==> config.mk <==
export PLATFORM = sky130hd
export DESIGN_NAME = ssl_supervisor_lpm
export DESIGN_NICKNAME = d
export VERILOG_FILES = /design/src/logic/ssl_pkg.sv /design/src/logic/ssl_supervisor_lpm.sv
export SDC_FILE = /design/constraint.sdc
export NUM_CORES = 1
export LEC_CHECK = 0
export BUFFER_PORTS_ARGS = -buffer_cell sky130_fd_sc_hd__buf_2
export CAP_MARGIN = 30
export CORE_UTILIZATION = 45
export CTS_CLUSTER_DIAMETER = 50
export DETAILED_ROUTE_END_ITERATION = 16
export PLACE_DENSITY = 0.7
export SYNTH_ARGS = -nofsm -noshare
export SYNTH_HDL_FRONTEND = slang
export SYNTH_SLANG_ARGS = --single-unit
==> constraint.sdc <==
create_clock -name ref_clk -period 3.35 [get_ports ref_clk]
set_input_delay 0.335 -clock ref_clk [delete_from_list [all_inputs] [get_ports ref_clk]]
set_output_delay 0.335 -clock ref_clk [all_outputs]
set_load 0.02 [all_outputs]
==> src/logic/ssl_pkg.sv <==
package ssl_pkg;

  // ****************************************
  // Unit states
  // ****************************************
  typedef enum logic [1:0] {
    SSL_OFF  = 2'h0,
    SSL_NORM = 2'h1,
    SSL_FULL = 2'h3
  } ssl_unit_e;

  // ****************************************
  // Power state machine
  // ****************************************
  typedef enum logic [1:0] {
    SSL_ACTIVE = 2'h0,
    SSL_SLEEP  = 2'h1,
    SSL_WAKE   = 2'h3
  } ssl_pwr_e;

  // ****************************************
  // Timing
  // ****************************************
  localparam int CLK_MHZ        = 200;
  localparam int SETTLE_NS      = 2000;
  localparam int SETTLE_CYC     = (SETTLE_NS * CLK_MHZ + 999) / 1000;
  localparam int WAKE_FAST_NS   = 2000;
  localparam int WAKE_FAST_CYC  = (WAKE_FAST_NS * CLK_MHZ + 999) / 1000;
  localparam int WAKE_SLOW_US   = 150;
  localparam int WAKE_SLOW_CYC  = WAKE_SLOW_US * CLK_MHZ;
  localparam int CNT_W          = 16;

  // ****************************************
  // Reset values
  // ****************************************
  localparam logic [CNT_W-1:0] CNT_RST = 16'h0000;

endpackage

==> src/logic/ssl_supervisor_lpm.sv <==
`timescale 1ns/1ps

module ssl_supervisor_lpm #(
  parameter int SETTLE_CYCLES    = ssl_pkg::SETTLE_CYC,
  parameter int WAKE_SLOW_CYCLES = ssl_pkg::WAKE_SLOW_CYC
) (
  // Clock and reset
  input  wire logic ref_clk,
  input  wire logic srst,
  input  wire logic soft_power_up_clear,
  // Low side control
  input  wire logic low_side_ctrl_wr,
  input  wire logic low_supervisor_enable,
  input  wire logic low_supervisor_sleep_keep,
  input  wire logic low_supervisor_full_perf,
  input  wire logic low_monitor_enable,
  input  wire logic low_monitor_full_perf,
  input  wire logic low_side_auto_control,
  // High side control
  input  wire logic high_side_ctrl_wr,
  input  wire logic high_supervisor_enable,
  input  wire logic high_supervisor_sleep_keep,
  input  wire logic high_supervisor_full_perf,
  input  wire logic high_monitor_enable,
  input  wire logic high_monitor_full_perf,
  input  wire logic high_side_auto_control,
  input  wire logic overvoltage_protect_enable,
  // Power mode requests and events
  input  wire logic sleep_request,
  input  wire logic isr_return_sleep,
  input  wire logic wake_interrupt,
  input  wire logic overvoltage_pin,
  // Status
  output logic       low_side_delay_flag,
  output logic       high_side_delay_flag,
  output logic       deep_sleep_state,
  output logic       cpu_hold,
  output logic       slow_wake,
  output logic       hang_config,
  output logic       por_request,
  output logic [1:0] low_sup_state,
  output logic [1:0] low_mon_state,
  output logic [1:0] high_sup_state,
  output logic [1:0] high_mon_state
);

  localparam int CNT_W_L = ssl_pkg::CNT_W;

  // ****************************************
  // State
  // ****************************************
  typedef struct packed {
    logic [CNT_W_L-1:0] lo_cnt;
    logic [CNT_W_L-1:0] hi_cnt;
    logic               lo_flag;
    logic               hi_flag;
    ssl_pkg::ssl_pwr_e  pwr;
    logic [CNT_W_L-1:0] wake_cnt;
    logic               slow;
    logic               hang;
    logic               por;
    logic [1:0]         ls, lm, hs, hm;
    logic               ov_m, ov_s;
  } ssl_state_s;

  ssl_state_s st_r;
  ssl_state_s st_nxt;

  // ****************************************
  // Unit state helpers
  // ****************************************
  function automatic logic [1:0] act_st(input logic en, input logic fp);
    act_st = !en ? ssl_pkg::SSL_OFF : (fp ? ssl_pkg::SSL_FULL
                                          : ssl_pkg::SSL_NORM);
  endfunction

  function automatic logic [1:0] slp_st(input logic en, input logic fp,
                                        input logic keep,
                                        input logic aut);
    logic [1:0] a;
    a = act_st(en, fp);
    if (!keep)
      slp_st = ssl_pkg::SSL_OFF;
    else if (aut)
      slp_st = (a == ssl_pkg::SSL_FULL) ? ssl_pkg::SSL_NORM
                                        : ssl_pkg::SSL_OFF;
    else
      slp_st = a;
  endfunction

  // ****************************************
  // Derived configuration
  // ****************************************
  logic lo_fast;
  logic hi_off_on_entry;
  logic enter_req;
  logic clr;

  always_comb
  begin
    lo_fast = !low_supervisor_enable || low_supervisor_full_perf ||
              !low_monitor_enable || low_monitor_full_perf;
    hi_off_on_entry =
      (high_supervisor_enable && !high_supervisor_full_perf &&
       (!high_supervisor_sleep_keep || high_side_auto_control)) ||
      (high_monitor_enable && !high_monitor_full_perf &&
       high_side_auto_control);
    enter_req = sleep_request || isr_return_sleep;
    clr = srst || soft_power_up_clear;
  end

  // ****************************************
  // Next state
  // ****************************************
  always_comb
  begin
    st_nxt = st_r;
    st_nxt.ov_m = overvoltage_pin;
    st_nxt.ov_s = st_r.ov_m;
    // Settling delay flags
    if (low_side_ctrl_wr)
    begin
      st_nxt.lo_flag = 1'b1;
      st_nxt.lo_cnt  = CNT_W_L'(SETTLE_CYCLES);
    end
    else if (st_r.lo_cnt != '0)
      st_nxt.lo_cnt = st_r.lo_cnt - 1'b1;
    else
      st_nxt.lo_flag = 1'b0;
    if (high_side_ctrl_wr)
    begin
      st_nxt.hi_flag = 1'b1;
      st_nxt.hi_cnt  = CNT_W_L'(SETTLE_CYCLES);
    end
    else if (st_r.hi_cnt != '0)
      st_nxt.hi_cnt = st_r.hi_cnt - 1'b1;
    else
      st_nxt.hi_flag = 1'b0;
    st_nxt.slow = low_supervisor_enable && !low_supervisor_full_perf;
    st_nxt.hang = lo_fast && hi_off_on_entry;
    st_nxt.por  = overvoltage_protect_enable && high_monitor_enable &&
                  (st_r.hm != ssl_pkg::SSL_OFF) && st_r.ov_s;
    // Power sequence
    unique case (st_r.pwr)
      ssl_pkg::SSL_ACTIVE:
      begin
        st_nxt.ls = act_st(low_supervisor_enable, low_supervisor_full_perf);
        st_nxt.lm = act_st(low_monitor_enable, low_monitor_full_perf);
        st_nxt.hs = act_st(high_supervisor_enable,
                           high_supervisor_full_perf);
        st_nxt.hm = act_st(high_monitor_enable, high_monitor_full_perf);
        if (enter_req && !wake_interrupt)
        begin
          st_nxt.pwr = ssl_pkg::SSL_SLEEP;
          st_nxt.ls = slp_st(low_supervisor_enable,
                             low_supervisor_full_perf,
                             low_supervisor_sleep_keep,
                             low_side_auto_control);
          st_nxt.lm = slp_st(low_monitor_enable, low_monitor_full_perf,
                             !low_side_auto_control ||
                             low_monitor_full_perf,
                             low_side_auto_control);
          st_nxt.hs = slp_st(high_supervisor_enable,
                             high_supervisor_full_perf,
                             high_supervisor_sleep_keep,
                             high_side_auto_control);
          st_nxt.hm = high_side_auto_control ? ssl_pkg::SSL_OFF
                    : act_st(high_monitor_enable, high_monitor_full_perf);
        end
      end
      ssl_pkg::SSL_SLEEP:
        if (wake_interrupt)
        begin
          st_nxt.pwr = ssl_pkg::SSL_WAKE;
          st_nxt.wake_cnt = st_r.slow ? CNT_W_L'(WAKE_SLOW_CYCLES)
                                      : CNT_W_L'(ssl_pkg::WAKE_FAST_CYC);
        end
      ssl_pkg::SSL_WAKE:
        if (st_r.wake_cnt <= CNT_W_L'(1))
          st_nxt.pwr = ssl_pkg::SSL_ACTIVE;
        else
          st_nxt.wake_cnt = st_r.wake_cnt - 1'b1;
      default:
        st_nxt.pwr = ssl_pkg::SSL_ACTIVE;
    endcase
  end

  // ****************************************
  // Registers
  // ****************************************
  always_ff @(posedge ref_clk)
  begin
    if (clr)
    begin
      st_r          <= '0;
      st_r.pwr      <= ssl_pkg::SSL_ACTIVE;
      st_r.lo_cnt   <= ssl_pkg::CNT_RST;
      st_r.hi_cnt   <= ssl_pkg::CNT_RST;
      st_r.wake_cnt <= ssl_pkg::CNT_RST;
    end
    else
      st_r <= st_nxt;
  end

  // ****************************************
  // Outputs
  // ****************************************
  always_comb
  begin
    low_side_delay_flag  = st_r.lo_flag;
    high_side_delay_flag = st_r.hi_flag;
    deep_sleep_state     = (st_r.pwr == ssl_pkg::SSL_SLEEP);
    cpu_hold             = (st_r.pwr != ssl_pkg::SSL_ACTIVE);
    slow_wake            = st_r.slow;
    hang_config          = st_r.hang;
    por_request          = st_r.por;
    low_sup_state        = st_r.ls;
    low_mon_state        = st_r.lm;
    high_sup_state       = st_r.hs;
    high_mon_state       = st_r.hm;
  end

endmodule

# Yosys cells after proc, flatten, opt, wreduce, memory -nomap -nowiden
# Index checks and enable logic that the tools add are counted.
[word_totals] reg_bits=65 in_bits=22 output_inout_bits=15 word_cells=104
[op_classes] addsub=3 order_cmp=1 eq_ne=11 mux=34 reduce_logical=38
[ops] operator="subtractor 16 x 1 -> 16 bit (second input constant)" n=3
[ops] operator="two-way mux 9 bit" n=4
[ops] operator="two-way mux 2 bit" n=17
[ops] operator="one-hot mux 16 bit (2 select lines)" n=1
[ops] operator="nonzero test 16 bit" n=2
[ops] operator="two-way mux 18 bit" n=1
[ops] operator="less-or-equal comparator 16 x 1 -> 1 bit (second input constant)" n=1
[ops] operator="two-way mux 16 bit" n=1
[ops] operator="two-way mux 15 bit" n=1
[ops] operator="!= test 2 bit (second input constant)" n=6
[ops] operator="logical AND 1 bit" n=10
[ops] operator="nonzero test 2 bit" n=5
[ops] operator="equality test 2 bit (second input constant)" n=4
[ops] operator="logical NOT 1 bit" n=8
[ops] operator="logical OR 1 bit" n=8
[ops] operator="two-way mux 8 bit" n=1
[ops] operator="two-way mux 1 bit" n=7
[ops] operator="one-hot mux 2 bit (3 select lines)" n=1
[ops] operator="AND reduction 3 bit" n=2
[ops] operator="OR reduction 2 bit" n=2
[ops] operator="equality test 2 x 1 -> 1 bit (second input constant)" n=1
[ops] operator="logical NOT 2 bit" n=1

# Logic depth before layout (Yosys ltp)
# Gate-level depths: netlist (run 1).
[depth] depth_word=7 depth_mapped=8 depth_no_buf=7

# Worst setup path after synthesis (run 1)
# OpenSTA, ideal clock, no wires.
[synth_path] path_type="flip-flop to flip-flop" start="register st_r[33] in the netlist's numbering" end="register st_r[45] in the netlist's numbering" setup_time_ns=0.128 arrival_time_ns=1.802 t_required_ns=3.222 path_slack_ns=1.421 stages_incl_launch_ff=8 synth_period_minus_slack_ns=1.929 path_cell_list="dfxtp_1 > inv_1 > ha_1 > or3b_1 > or3_1 > nor4b_1 > xnor2_1 > nor2_1"
[synth_between] elab_chain_len=1 elab_cells_between_ends=2 classes_between="add/sub (1); reduce/logical (1)"
[synth_rtl] element="start: declaration" line="ssl_supervisor_lpm.sv:66" source="ssl_state_s st_r;"
[synth_rtl] element="start signal: assignment" line="ssl_supervisor_lpm.sv:202" source="st_r <= st_nxt;"
[synth_rtl] element="subtractor 16 x 1 -> 16 bit / nonzero test 16 bit (equally long branches)" line="ssl_supervisor_lpm.sv:136, ssl_supervisor_lpm.sv:135"
# Parallel ways exist; a longest one is shown, timed or not.
# A chain may end at the register's enable or synchronous reset.

# Final worst setup path (run 1)
[layout_path] start="register st_r[30] in the netlist's numbering" end="output cpu_hold"
[layout_between] elab_chain_len=1
[layout_rtl] element="nonzero test 2 bit" line="ssl_supervisor_lpm.sv:213" source="cpu_hold = (st_r.pwr != ssl_pkg::SSL_ACTIVE);"
[layout_rtl] element="end: declaration" line="ssl_supervisor_lpm.sv:37" source="output logic cpu_hold,"
# No other way between the ends.

==> metrics.txt, run 1 <==
combinational share of power=0.243; CTS tree=yes; routability cong.=0.8427; CP cell instances=nor2_1, clkinv_1, buf_2; Final ANT Viol Nets=0; Setup Buffers After CTS=0; sequential area share after synthesis=0.4017; Final Max Tran Viols=0; synthesized area=3239 um^2; Pwr Density=567.7 nW/um^2; Core Region=6869 um^2; Sw Pwr=628.7 uW; most frequent cells in the layout=65 x dfxtp_1, 45 x nor2_1, 37 x a21oi_1; nature of the critical path endpoint=output pin; final net count=431; port buffer count=36; Clock Pin Slew Worst Setup and Hold Paths=0.07 ns; n_diodes=0; final worst slack=1.112 ns; number of max-cap violations=0; Sw Ratio=0.3043; critical path launch point type=flip-flop; clk buf depth=2; commonest non-fill, non-tap cell in the layout=dfxtp_1; CTS Buf Count=9; Yosys cell types=57; top_reg_cell synth=dfxtp_1; flop and latch count out of synthesis=65; post-CTS sizing=0; CTS sink count=65; Die H=86.85 um; vias in the first global route=2540; WL/cell=13.31 um; Die Area=7542 um^2; initial DRC count=105; post-synthesis simple-gate area fraction=0.2905; post-synthesis async set-or-reset flop share=0; FP Rows=30; Max Clock Freq=0.4468 GHz; initial antenna violation count=0; Compound-Gate Fraction of Synth Area=0.1653; # DRC=0; Worst-Margin Slew=0.8335 ns; multiplexer area fraction after synthesis=0; Yosys warning total=0; RSZ-0062 raised after global routing=no; Setup Viol. Count Final=0; status=completed; # hold bufs at CTS=0; EDFF count, synth=0; Syn Nets=405; maximum vdd drop=0.0003653 V; global-route wire length before repair=11.53 mm; CP max FO=10; min cycle time layout=2.238 ns; Worst slew margin=0.4392; final wirelength=6.707 mm; Final Cycle Share=0.6681; Die Wd=86.85 um; Syn-to-layout area delta=12.36%; Post-Synth XOR/XNOR Area=0.06759; largest family of logic cells by synthesized area=simple AND/OR/NAND/NOR gates; max incr delay on CP=0.51 ns; Synth Area in Adders=0.02317; Clk Latency, worst-skew pair=0.34 ns; initial core utilization=0.4716; CTS H-tree depth=3; DP Worst Slack=1.225 ns; Clk pwr share=0.348; DR pass1 iterations=5; total track usage=0.1940; clock skew=0.009910 ns; kind of critical path=flip-flop to output pin; pin count of the biggest net entering global routing=29; Final Hold Viols=0; Cells after Synth=377; syn avg cell area=8.592 um^2; Seq pwr share=0.409; root buffer cell=clkbuf_8; via count=2759; layout cells sized above 1=0.1667; gr ovfl total=0; worst hold path type=input port to flip-flop; P_leak=0.001435 uW; setup TNS=0 ns; crit path max-delay cell type=nor2_1; post-DP HPWL=4.730 mm; P_int=1438 uW; I/O pins=37; WP data arrival=1.90 ns; CP required=3.01 ns; Vias per Instance=5.474
==> area by class of cell <==
| type | instances | area (um^2) |
|---|---|---|
| Clock buffer | 11 | 131.4 |
| Clock inverter | 5 | 80.08 |
| Fill cell | 657 | 3229 |
| Inverter | 13 | 48.80 |
| Multi-Input combinational cell | 277 | 1770 |
| Sequential cell | 65 | 1301 |
| Tap cell | 96 | 120.1 |
| Timing Repair Buffer | 37 | 187.7 |
==> Yosys cell counts (2+ instances only) <==
cell type | number | area [um^2]
nand2b_1 | 3 | 18.77
inv_1 | 12 | 45.04
xor2_1 | 15 | 131.4
ha_1 | 6 | 75.07
nor2b_1 | 4 | 25.02
xnor2_1 | 10 | 87.58
o21ai_0 | 7 | 35.03
buf_2 | 5 | 25.02
nand4b_1 | 3 | 26.28
or2_2 | 4 | 25.02
dfxtp_1 | 65 | 1301
a211oi_2 | 2 | 25.02
a31oi_1 | 2 | 12.51
or4_4 | 2 | 22.52
or4_1 | 7 | 52.55
or2_1 | 2 | 12.51
nor4_1 | 11 | 68.82
o21a_1 | 2 | 15.01
nand2_1 | 23 | 86.33
and2_1 | 6 | 37.54
buf_4 | 8 | 60.06
nor2_1 | 45 | 168.9
o21bai_1 | 4 | 30.03
nor3_1 | 15 | 75.07
or3_1 | 11 | 68.82
a21oi_1 | 37 | 185.2
o211ai_1 | 9 | 67.56
clkbuf_1 | 9 | 33.78
o31ai_1 | 7 | 52.55
nand3_1 | 5 | 25.02
nor3b_1 | 3 | 22.52
nand4_1 | 5 | 31.28
o2111ai_1 | 3 | 26.28
nor4_4 | 2 | 42.54
==> worst paths after layout <==
check | start | end | slack (ns) | cells after the start
max | st_r[30] | cpu_hold | 1.11 | 3
min reg2reg | st_r[0] | por_request | 0.45 | 2
min | low_supervisor_full_perf | slow_wake | 0.21 | 2
max reg2reg | st_r[13] | st_r[24] | 1.15 | 7
==> critical path, delay by kind of cell, from the launching register on <==
family,cells,cell delay [ns]
buf+inv,2,0.69
flops,1,0.36
simple gates,1,0.51
==> sequential cells by signal, indices dropped and copies added (netlist names) <==
signal / count
slow_wake: 1
high_mon_state: 2
low_mon_state: 2
st_r: 51
low_side_delay_flag: 1
high_sup_state: 2
hang_config: 1
st_nxt: 1
low_sup_state: 2
high_side_delay_flag: 1
por_request: 1
==> kinds of logic after synthesis <==
family	count (synthesis)
buffers and inverters	35
AOI/OAI and AO/OA	83
adders and majority gates	6
xor gates and xnor gates	25
and+or+nand+nor	163
DFF	65
==> power groups by stage <==
stage / Combinational, uW / Sequential (uW) / Clock, uW
floorplan: 421 / 855 / 0
global placement: 491 / 860 / 0
detailed placement: 496 / 860 / 0
CTS: 500 / 843 / 736
global route: 564 / 850 / 776
finish: 503 / 844 / 719
==> metal layers <==
layer	up-vias	track usage	part of all wire
met5	-	0	0
met4	0	0.08636	0.016
met3	11	0.03905	0.048
met2	79	0.2985	0.44
met1	1264	0.2626	0.50
li1	1405	-	-
==> stage by stage <==
stage            util  cell area, um^2  std cells  hold WS, ns  power, uW
5_1_grt        0.5299             3640        504       0.2060       2190
3_3_place_gp   0.4991             3428        488       0.4370       1350
4_1_cts        0.5299             3640        504       0.1930       2080
2_1_floorplan       -             3239        377       0.4057       1276
6_report       0.5299             3640        504       0.2104       2066
3_5_place_dp   0.4991             3428        488       0.4378       1357
Power figures use the tool's default switching activity.
==> run 2: changes to the inputs <==
- ABC_AREA: default -> 1
- PLACE_DENSITY: 0.7 -> 0.72
- clock period: 3.35 -> 2 ns (I/O delays scaled with it)
==> run 2 against run 1 <==
- largest cell class unchanged
- synthesized cell count grew 38%
- flip-flop and latch count is the same
- critical endpoint is now st_r[24]
- worst hold slack got worse by 0.14 ns
- setup slack worse by 0.80 ns
- sequential share of layout area is 2.2 points lower
- wire length is 12% higher
- first-iteration DRC count up 19%
- cell count grew 30%
- via count is 19% higher
==> metrics.txt, run 2 <==
Syn-to-layout area delta=11.22%; pin count of the biggest net entering global routing=23 (-21%); Setup Viol. Count Final=0 (unchanged); clock skew=0.008214 ns (-0.001695 ns); total track usage=0.1934 (-0.0005499); flop and latch count out of synthesis=65 (unchanged); post-CTS sizing=0 (unchanged); initial DRC count=125 (+19%); Final ANT Viol Nets=0 (unchanged); synthesized area=3490 um^2 (+7.7%); Core Region=7370 um^2 (+7.3%); Sw Ratio=0.3389 (+0.03467); Syn Nets=549 (+36%); n_diodes=0 (unchanged); post-DP HPWL=5.592 mm (+18%); I/O pins=37 (unchanged); Pwr Density=865.7 nW/um^2 (+53%); status=completed; Clock Pin Slew Worst Setup and Hold Paths=0.07 ns (about the same); Die H=90.06 um (+3.7%); WL/cell=11.41 um (-14%); setup TNS=0 ns (unchanged); Post-synth top cells=115 x nand2_1, 99 x nor2_1, 65 x dfxtp_1, 57 x inv_1, 38 x a21oi_1; Yosys warning total=0 (unchanged); number of max-cap violations=0 (unchanged); Final Hold Viols=0 (unchanged); Synth area leader=dfxtp_1; combinational share of power=0.279 (+0.036); min cycle time layout=1.692 ns; Filler cells=727 (+11%); worst hold path type=input port to flip-flop; RSZ-0062 raised after global routing=no; global-route wire length before repair=13.00 mm (+13%); Setup Buffers After CTS=0 (unchanged); initial core utilization=0.4735 (+0.001930); max FFs per register=51 (unchanged); clk buf depth=2 (unchanged); # DRC=0 (unchanged); Synth top area share=0.3729 (-0.02881); final net count=581 (+35%); # hold bufs at CTS=0 (unchanged); layout cells sized above 1=0.1344 (-0.03226); most frequent cells in the layout=115 x nand2_1, 99 x nor2_1, 65 x dfxtp_1; CP max FO=7 (-3); nature of the critical path endpoint=flip-flop; hold path startpoint=low_supervisor_full_perf; Die Area=8111 um^2 (+7.5%); CTS Buf Count=9 (unchanged); via count=3275 (+19%); Final Core Density=0.5267 (-0.003217); Final Max Tran Viols=0 (unchanged); Worst slew margin=0.6688 (+0.2296); most numerous cell in the Yosys netlist=nand2_1; top area cells in the synthesized netlist=dfxtp_1 37%, nand2_1 12%, nor2_1 11%; critical path launch point type=flip-flop; Clk pwr share=0.299 (-0.049); EDFF count, synth=0 (unchanged); CP required=2.23 ns (-0.78 ns); register-to-register setup slack=0.31 ns (-0.84 ns); kind of critical path=flip-flop to flip-flop; Vias per Instance=4.985 (-8.9%); Cells after Synth=521 (+38%); DR pass1 iterations=5 (unchanged); gr ovfl total=0 (unchanged); Max Clock Freq=0.5910 GHz; Final Cycle Share=0.8460; CTS H-tree depth=3 (unchanged); maximum vdd drop=0.0003649 V (-0.10%); initial antenna violation count=0 (unchanged); syn avg cell area=6.698 um^2 (-22%); Most flops, register=st_r; commonest non-fill, non-tap cell in the layout=nand2_1; port buffer count=36 (unchanged); P_int=2221 uW (+55%); WHS Endpoint=slow_wake; P_leak=0.001922 uW (+34%); routability cong.=0.9201 (+9.2%); RR Endpoint=st_r[24]; Crit Reg-Reg Startpoint=st_r[13]; post-synthesis async set-or-reset flop share=0 (unchanged); top_reg_cell synth=dfxtp_1; Sw Pwr=1139 uW (+81%); WHS=0.06653 ns (-0.1439 ns); vias in the first global route=3004 (+18%); Die Wd=90.06 um (+3.7%); sequential area share after synthesis=0.3729 (-0.02881); CTS sink count=65 (unchanged); WHS Path Cells=2 (unchanged); WP data arrival=1.92 ns (+0.02 ns); Worst R2R Path Depth=11 (+4); CTS tree=yes; Clk Latency, worst-skew pair=0.34 ns (about the same); FP Rows=31 (+3.3%); Seq pwr share=0.422 (+0.013); Worst-Margin Slew=0.4953 ns (-0.3382 ns); Yosys cell types=33 (-42%); final wirelength=7.494 mm (+12%); root buffer cell=clkbuf_8
[run 2: metrics by stage]
step                      cell area (um^2)  worst slack [ns]  total power, uW  instances
after floorplan                       3490            0.4713             2192        521
after detailed placement              3706            0.3283             2372        641
final                                 3881            0.3080             3360        657
after global placement                3706            0.4053             2359        641
after global routing                  3881            0.1432             3583        657
after CTS                             3881            0.3209             3389        657
[run 2: metal layers]
metal	GRT usage	up-vias	part of all wire
met5	0	-	0
li1	-	1719	-
met2	0.3219	80	0.47
met4	0.07796	0	0.018
met3	0.04653	15	0.050
met1	0.2396	1461	0.46
[run 2: final cells by class]
| cell class | count | area, um^2 | area share |
|---|---|---|---|
| inverter | 57 | 214.0 | 0.05513 |
| tap | 99 | 123.9 | 0.03191 |
| clock inverter | 2 | 12.51 | 0.003224 |
| timing repair buffer | 39 | 202.7 | 0.05222 |
| multi-input combinational | 381 | 1864 | 0.4803 |
| sequential | 65 | 1301 | 0.3353 |
| clock buffer | 14 | 162.7 | 0.04191 |
[run 2: power by group through the flow]
stage / registers, uW / logic [uW] / clock network [uW]
global placement: 1440 / 915 / 0
detailed placement: 1450 / 926 / 0
finish: 1420 / 936 / 1010
global route: 1430 / 1060 / 1090
CTS: 1420 / 935 / 1040
floorplan: 1440 / 756 / 0
[run 2: kinds of logic after synthesis]
kind of cell | after synthesis | share of synthesized area
AOI/OAI and AO/OA | 59 | 0.09251
buffers and inverters | 75 | 0.09287
DFF | 65 | 0.3729
and+or+nand+nor | 298 | 0.3750
xor gates and xnor gates | 18 | 0.04518
adders and majority gates | 6 | 0.02151
[run 2: worst max path at each step]
stage,startpoint,to,slack (ns)
final,st_r[13],st_r[24],0.31
after CTS,st_r[13],st_r[24],0.32
after detailed placement,st_r[13],st_r[24],0.33
after floorplan,st_r[13],st_r[15],0.47
after global routing,st_r[13],st_r[25],0.14
after global placement,st_r[13],st_r[22],0.41
[run 2: critical path, cell delays in order, from the launching register on]
cell     delay [ns]
dfxtp_1        0.35
inv_1          0.13
ha_1           0.25
inv_1          0.06
nand2_1        0.06
nand2_1        0.05
nor2_2         0.13
nand2_4        0.08
a21oi_4        0.23
nor2_1         0.08
nor2_1         0.11
nor2_1         0.05
